**config.mk**
```make
export PLATFORM = sky130hd
export DESIGN_NAME = ppei_port
export DESIGN_NICKNAME = d
export VERILOG_FILES = /design/src/rtl/ppei_port.v /design/src/rtl/ppei_edge_cell.v
export VERILOG_INCLUDE_DIRS = /design/src /design/src/inc
export SDC_FILE = /design/constraint.sdc
export NUM_CORES = 1
export LEC_CHECK = 0
export ABC_CLOCK_PERIOD_IN_PS = 2510
export BUFFER_PORTS_ARGS = -buffer_cell sky130_fd_sc_hd__buf_2
export CAP_MARGIN = 20
export CORE_ASPECT_RATIO = 0.8
export CORE_UTILIZATION = 40
export CTS_CLUSTER_SIZE = 12
export DETAILED_ROUTE_END_ITERATION = 16
export PLACE_DENSITY = 0.65
export SYNTH_ARGS = -nofsm -noshare
export SYNTH_HDL_FRONTEND = slang
export SYNTH_SLANG_ARGS = --single-unit
```
**constraint.sdc**
```tcl
create_clock -name core_clk -period 2.51 [get_ports core_clk]
set_input_delay 0.502 -clock core_clk [delete_from_list [all_inputs] [get_ports core_clk]]
set_output_delay 0.502 -clock core_clk [all_outputs]
set_load 0.03 [all_outputs]
```
**src/inc/ppei_map.vh**
```
`ifndef PPEI_MAP_VH
`define PPEI_MAP_VH
// ----------------------------------------------------------------
// Register offsets (byte addresses)
// ----------------------------------------------------------------
`define PPEI_OFS_ENABLE    12'h000
`define PPEI_OFS_POLARITY  12'h004
`define PPEI_OFS_FLAGS     12'h008
`define PPEI_OFS_PINS      12'h00c
// ----------------------------------------------------------------
// Field layout and reset values
// ----------------------------------------------------------------
`define PPEI_PIN_COUNT     8
`define PPEI_FIELD_MSB     7
`define PPEI_FIELD_LSB     0
`define PPEI_RST_ENABLE    8'h00
`define PPEI_RST_POLARITY  8'h00
`define PPEI_RST_FLAGS     8'h00
`define PPEI_RST_RDATA     32'h0000_0000
`define PPEI_RST_BIT       1'b0
`endif

```
**src/rtl/ppei_port.v**
```verilog
`timescale 1ns/10ps
`include "ppei_map.vh"

module ppei_port
(
  input  wire        core_clk,
  input  wire        rst_n,
  input  wire [11:0] paddr,
  input  wire        psel,
  input  wire        penable,
  input  wire        pwrite,
  input  wire [31:0] pwdata,
  output reg         pready,
  output reg  [31:0] prdata,
  output reg         pslverr,
  input  wire [7:0]  pin_pad_in,
  output reg         pin_wakeup_event
);

  // ----------------------------------------------------------------
  // Register state
  // ----------------------------------------------------------------
  reg  [7:0]  pin_irq_enable;
  reg  [7:0]  pin_polarity;
  reg  [7:0]  pin_edge_flags;
  wire [7:0]  pin_edge_flag_bits;
  wire [7:0]  pin_level;
  reg  [7:0]  next_enable;
  reg  [7:0]  next_polarity;
  reg  [7:0]  next_flags;
  reg  [31:0] next_prdata;
  reg         next_pready;
  reg         next_pslverr;

  // ----------------------------------------------------------------
  // Address decode
  // ----------------------------------------------------------------
  reg         hit_enable;
  reg         hit_polarity;
  reg         hit_flags;
  reg         hit_pins;
  reg         mapped;
  reg         wr_enable;
  reg         wr_polarity;
  reg         wr_flags;
  // Access is qualified by pready, so a master that holds penable past the
  // answer cannot make a write land twice.
  wire [7:0]  wr_byte  = pwdata[`PPEI_FIELD_MSB:`PPEI_FIELD_LSB];
  wire        setup    = psel & ~penable;
  wire        access   = psel & penable & pready;
  wire        wr_cycle = access & pwrite;
  wire        rd_setup = setup & ~pwrite;

  always @*
  begin
    hit_enable   = 1'b0;
    hit_polarity = 1'b0;
    hit_flags    = 1'b0;
    hit_pins     = 1'b0;
    case (paddr)
      `PPEI_OFS_ENABLE:
      begin
        hit_enable = 1'b1;
      end
      `PPEI_OFS_POLARITY:
      begin
        hit_polarity = 1'b1;
      end
      `PPEI_OFS_FLAGS:
      begin
        hit_flags = 1'b1;
      end
      `PPEI_OFS_PINS:
      begin
        hit_pins = 1'b1;
      end
      default:
      begin
        hit_pins = 1'b0;
      end
    endcase
    mapped = hit_enable | hit_polarity | hit_flags | hit_pins;
  end

  // Writes take effect only at the access edge; the pin level register is
  // read-only, so a write to it is dropped without an error.
  always @*
  begin
    wr_enable   = wr_cycle & hit_enable;
    wr_polarity = wr_cycle & hit_polarity;
    wr_flags    = wr_cycle & hit_flags;
  end

  // Zero wait states, yet pready and pslverr still come from flip-flops:
  // both are launched at the setup edge and stand for the one access cycle.
  always @*
  begin
    next_pready  = setup;
    next_pslverr = setup & ~mapped;
  end

  // ----------------------------------------------------------------
  // Edge detection
  // ----------------------------------------------------------------
  genvar gi;
  generate
    for (gi = 0; gi < `PPEI_PIN_COUNT; gi = gi + 1)
    begin : g_pin
      ppei_edge_cell u_cell
      (
        .core_clk  (core_clk),
        .rst_n     (rst_n),
        .pin_in    (pin_pad_in[gi]),
        .rise_sel  (pin_polarity[gi]),
        .pin_level (pin_level[gi]),
        .edge_hit  (pin_edge_flag_bits[gi])
      );
    end
  endgenerate

  // ----------------------------------------------------------------
  // Next register values
  // ----------------------------------------------------------------
  // per-pin enable
  always @*
  begin
    next_enable = pin_irq_enable;
    if (wr_enable)
    begin
      next_enable = wr_byte;
    end
  end

  always @*
  begin
    next_polarity = pin_polarity;
    if (wr_polarity)
    begin
      next_polarity = wr_byte;
    end
  end

  // A clear written in the same cycle as a new edge on that pin must not
  // lose the edge, so the set term is applied after the clear.
  // sticky flags, set beats clear
  always @*
  begin
    next_flags = pin_edge_flags;
    if (wr_flags)
    begin
      next_flags = pin_edge_flags & ~wr_byte;
    end
    next_flags = next_flags | pin_edge_flag_bits;
  end

  // Read data follows the setup address; unmapped offsets read as zero.
  always @*
  begin
    next_prdata = `PPEI_RST_RDATA;
    case (paddr)
      `PPEI_OFS_ENABLE:
      begin
        next_prdata[`PPEI_FIELD_MSB:`PPEI_FIELD_LSB] = pin_irq_enable;
      end
      `PPEI_OFS_POLARITY:
      begin
        next_prdata[`PPEI_FIELD_MSB:`PPEI_FIELD_LSB] = pin_polarity;
      end
      `PPEI_OFS_FLAGS:
      begin
        next_prdata[`PPEI_FIELD_MSB:`PPEI_FIELD_LSB] = pin_edge_flags;
      end
      // The agreed synchroniser level is returned, not the raw pad, so
      // software sees the same value that the edge logic compared against.
      `PPEI_OFS_PINS:
      begin
        next_prdata[`PPEI_FIELD_MSB:`PPEI_FIELD_LSB] = pin_level;
      end
      default:
      begin
        next_prdata = `PPEI_RST_RDATA;
      end
    endcase
  end

  // ----------------------------------------------------------------
  // Registers
  // ----------------------------------------------------------------
  // A polarity change cannot fake an edge: the detector compares the
  // synchronised level against the agreed level, not against the select.
  always @(posedge core_clk or negedge rst_n)
  begin
    if (!rst_n)
    begin
      pin_irq_enable <= `PPEI_RST_ENABLE;
    end
    else
    begin
      pin_irq_enable <= next_enable;
    end
  end

  always @(posedge core_clk or negedge rst_n)
  begin
    if (!rst_n)
    begin
      pin_polarity <= `PPEI_RST_POLARITY;
    end
    else
    begin
      pin_polarity <= next_polarity;
    end
  end

  always @(posedge core_clk or negedge rst_n)
  begin
    if (!rst_n)
    begin
      pin_edge_flags <= `PPEI_RST_FLAGS;
    end
    else
    begin
      pin_edge_flags <= next_flags;
    end
  end

  // ----------------------------------------------------------------
  // Bus outputs
  // ----------------------------------------------------------------
  always @(posedge core_clk or negedge rst_n)
  begin
    if (!rst_n)
    begin
      pready <= `PPEI_RST_BIT;
    end
    else
    begin
      pready <= next_pready;
    end
  end

  // An unmapped access is refused with an error; the write is not applied
  // anywhere because no register strobe decodes that address.
  always @(posedge core_clk or negedge rst_n)
  begin
    if (!rst_n)
    begin
      pslverr <= `PPEI_RST_BIT;
    end
    else
    begin
      pslverr <= next_pslverr;
    end
  end

  // Read data is registered in setup so it is stable in the access phase.
  always @(posedge core_clk or negedge rst_n)
  begin
    if (!rst_n)
    begin
      prdata <= `PPEI_RST_RDATA;
    end
    else
    begin
      if (rd_setup)
      begin
        prdata <= next_prdata;
      end
    end
  end

  // ----------------------------------------------------------------
  // Interrupt request
  // ----------------------------------------------------------------
  // The request uses the next flag and enable values, so it follows a
  // write to either register at the same edge instead of one cycle late.
  // masked flags ORed into one request
  always @(posedge core_clk or negedge rst_n)
  begin
    if (!rst_n)
    begin
      pin_wakeup_event <= `PPEI_RST_BIT;
    end
    else
    begin
      pin_wakeup_event <= |(next_flags & next_enable);
    end
  end

endmodule // ppei_port

```
**src/rtl/ppei_edge_cell.v**
```verilog
`timescale 1ns/10ps
// ----------------------------------------------------------------
// One pin: three-stage synchroniser and active-edge detector
// ----------------------------------------------------------------
module ppei_edge_cell
(
  input  wire core_clk,
  input  wire rst_n,
  input  wire pin_in,
  input  wire rise_sel,
  output reg  pin_level,
  output wire edge_hit
);

  reg sync_a;
  reg sync_b;
  reg sync_c;

  // The first stage is read only by the second; a change counts once the
  // second and third stages agree, so the stable level is tracked here.
  always @(posedge core_clk or negedge rst_n)
  begin
    if (!rst_n)
    begin
      sync_a    <= 1'b0;
      sync_b    <= 1'b0;
      sync_c    <= 1'b0;
      pin_level <= 1'b0;
    end
    else
    begin
      sync_a <= pin_in;
      sync_b <= sync_a;
      sync_c <= sync_b;
      if (sync_b == sync_c)
      begin
        pin_level <= sync_c;
      end
    end
  end

  // Edge is qualified against the agreed level, so a single-cycle glitch
  // that never reaches two matching stages does not raise a flag.
  assign edge_hit = (sync_b == sync_c) && (sync_c != pin_level) &&
                    (sync_c == rise_sel);

endmodule // ppei_edge_cell

```
==> run_results.csv <==
group,metric,value,unit
clocking,cts_tree,"yes",
setup_path,start_kind,"input pin",
setup_path,cp_max_fo,4,
power_and_ir_drop,peakVddDrop,0.334,mV
setup_path,crit_path_end_kind,"flop",
clocking,clockRootBuffer,"clkbuf_8",
floorplanning,ioPinCount,92,
route,viasPerCell,5.04,
timing,relSlewSlack,0.663,
clocking,cts_buffer_depth,2,
job,drv_cap,0,
yosys,netlist_instances,210,
timing,post-route-period-util,0.932,
global_route,grt-ovfl-total,0,
placement,port_buffers,43,
route,ant_nets,0,
clocking,postCtsSetupBuffers,0,
clocking,ctsResizeCount,0,
timing,fmax,427,MHz
global_route,grt_first_pass_wirelength,8540,um
yosys,ys_ff_latch,67,
timing,fin_crit,2.34,ns
finish,mostFrequentLayoutCells,"dfrtp_1, buf_2, conb_1",
clocking,ctsHtreeMaxLevel,3,
yosys,syn_area,2890,um^2
clocking,path_clk_slew,0.07,ns
placement,gp_congestion,0.777,
yosys,yosysUniqueCellTypes,26,
timing,rsz0062_at_grt,"no",
finish,antenna_cells,0,
global_route,grt_max_degree,48,
run_status,status,"completed",
global_route,grt_pass1_vias,1746,
global_route,grt_util_all_layers,0.150,
timing,hold_viol_final,0,
setup_path,cp_data_arrival_time,2.54,ns
clocking,cts.sinks,67,
floorplanning,dieHeight,78.0,um
setup_path,crit_type,"input pin to flop",
route,drt-total-wl,5120,um
clocking,cts_hold_repair.buffers,0,
min_path,hold_class,"input pin to async pin",
power_and_ir_drop,cellPowerDensity,694,nW/um^2
timing,setup_viol,0,
placement,hpwlAfterDp,3740,um
floorplanning,die_area,7570,um^2
route,first_pass_iters,4,
floorplanning,rows,27,
route,num_vias,1821,
route,wl_per_cell,14.2,um
yosys,ys_seq_area_frac,0.580,
timing,finClkSkew,0.00753,ns
power_and_ir_drop,leakage,1.60,nW
clocking,numCtsBuffers,9,
global_route,antenna_found_initial,0,
finish,layout-drive-gt1-share,0.318,
yosys,syn-mean-instance-area,13.8,um^2
clocking,worst_skew_pair.late_latency,0.34,ns
timing,tightest_slew,0.505,ns
finish,layout_commonest_cell,"dfrtp_1",
route,drt-initial-drc-count,39,
route,drc,0,
floorplanning,die_w,97.1,um
setup_path,required,2.71,ns
finish,syn_to_final_growth,18.6,%
timing,tns,0,ns
timing,worst_hold_slack,0.124,ns
finish,final_nets,326,
yosys,ys.warnings.count,0,
floorplanning,core,6930,um^2
timing,slew_violations,0,
floorplanning,initial_utilization,0.418,
[final cells by class]
type,count,area (um^2)
multi-input cells,137,1090
fillers,633,3490
clock buffers,11,141
flip-flops and latches,67,1680
well taps,87,109
repair buffers,54,310
clock inverters,5,100
[synthesized netlist by cell type]
library cell	count	area share
mux2_2	16	0.062
nand4_1	2	0.0043
dfrtp_1	67	0.58
or4_1	4	0.010
and4b_1	8	0.028
nor3_1	8	0.014
buf_2	1	0.0017
buf_4	26	0.068
nor2_1	8	0.010
and2_1	1	0.0022
nor4b_1	8	0.024
clkbuf_1	1	0.0013
nor4_1	1	0.0022
nand2b_1	9	0.019
nor4b_4	1	0.0082
mux4_1	8	0.073
or4_4	1	0.0039
maj3_1	8	0.028
conb_1	1	0.0013
nand2_1	8	0.010
o21ai_0	8	0.014
a31oi_1	8	0.017
or4b_1	1	0.0035
a22oi_1	4	0.010
buf_1	1	0.0013
nor2b_1	1	0.0022
[worst max-delay path, cell delays in order]
cell	delay, ns
buf_2	0.09
or4_1	0.59
or4_1	0.52
buf_4	0.18
mux2_2	0.28
a22oi_1	0.23
nand4_1	0.13
[where the power goes]
group	internal, mW	switching (mW)
clock network	0.684	0.390
registers	1.11	0.0271
logic	0.0586	0.108
[cell families (layout without fill, tap and decap cells)]
logic type / after synthesis / count (layout) / synth area share
DFF: 67 / 67 / 0.580
and+or+nand+nor: 61 / 61 / 0.143
buffers and inverters: 29 / 70 / 0.0718
muxes: 24 / 24 / 0.135
AOI/OAI and AO/OA: 20 / 20 / 0.0415
adders and majority gates: 8 / 8 / 0.0277
other: 1 / 24 / 0.00130
[metal layers]
layer | global-route usage | routed length (um)
met3 | 0.0579 | 289
met5 | 0 | 0
met4 | 0.0537 | 56
met1 | 0.205 | 2540
met2 | 0.217 | 2240
[flip-flops by register name, summed over array words and instances (netlist names)]
register,flops
prdata,8
g_pin.u_cell.sync_b,8
pready,1
pin_wakeup_event,1
pin_polarity,8
g_pin.u_cell.sync_c,8
g_pin.u_cell.sync_a,8
pslverr,1
pin_edge_flags,8
g_pin.u_cell.pin_level,8
pin_irq_enable,8
[metrics by stage]
stage                util  setup WS, ns  cells  total power [mW]  instance area [um^2]
floorplan               -       -0.0461    233              1.28                  2980
global placement    0.461        -0.199    345              1.33                  3190
detailed placement  0.461        -0.204    345              1.33                  3190
CTS                 0.495         0.162    361              2.41                  3430
global route        0.495         0.108    361              2.47                  3430
finish              0.495         0.170    361              2.38                  3430
[path summary, 6_finish.rpt]
| path | from | to | slack, ns | cells past startpoint |
|---|---|---|---|---|
| worst min-delay path | rst_n | g_pin[1].u_cell.sync_b$_DFF_PN0_ | 0.12 | 1 |
| min in group core_clk | pin_pad_in[7] | g_pin[7].u_cell.sync_a$_DFF_PN0_ | 0.26 | 1 |
| worst min register to register | g_pin[5].u_cell.sync_a$_DFF_PN0_ | g_pin[5].u_cell.sync_b$_DFF_PN0_ | 0.35 | 0 |
| worst max-delay path | paddr[5] | pin_wakeup_event$_DFF_PN0_ | 0.17 | 7 |
| max in group asynchronous | rst_n | pready$_DFF_PN0_ | 1.77 | 2 |
| worst max register to register | pready$_DFF_PN0_ | pin_wakeup_event$_DFF_PN0_ | 0.48 | 6 |
No activity file was read; power rests on OpenSTA's default activity.
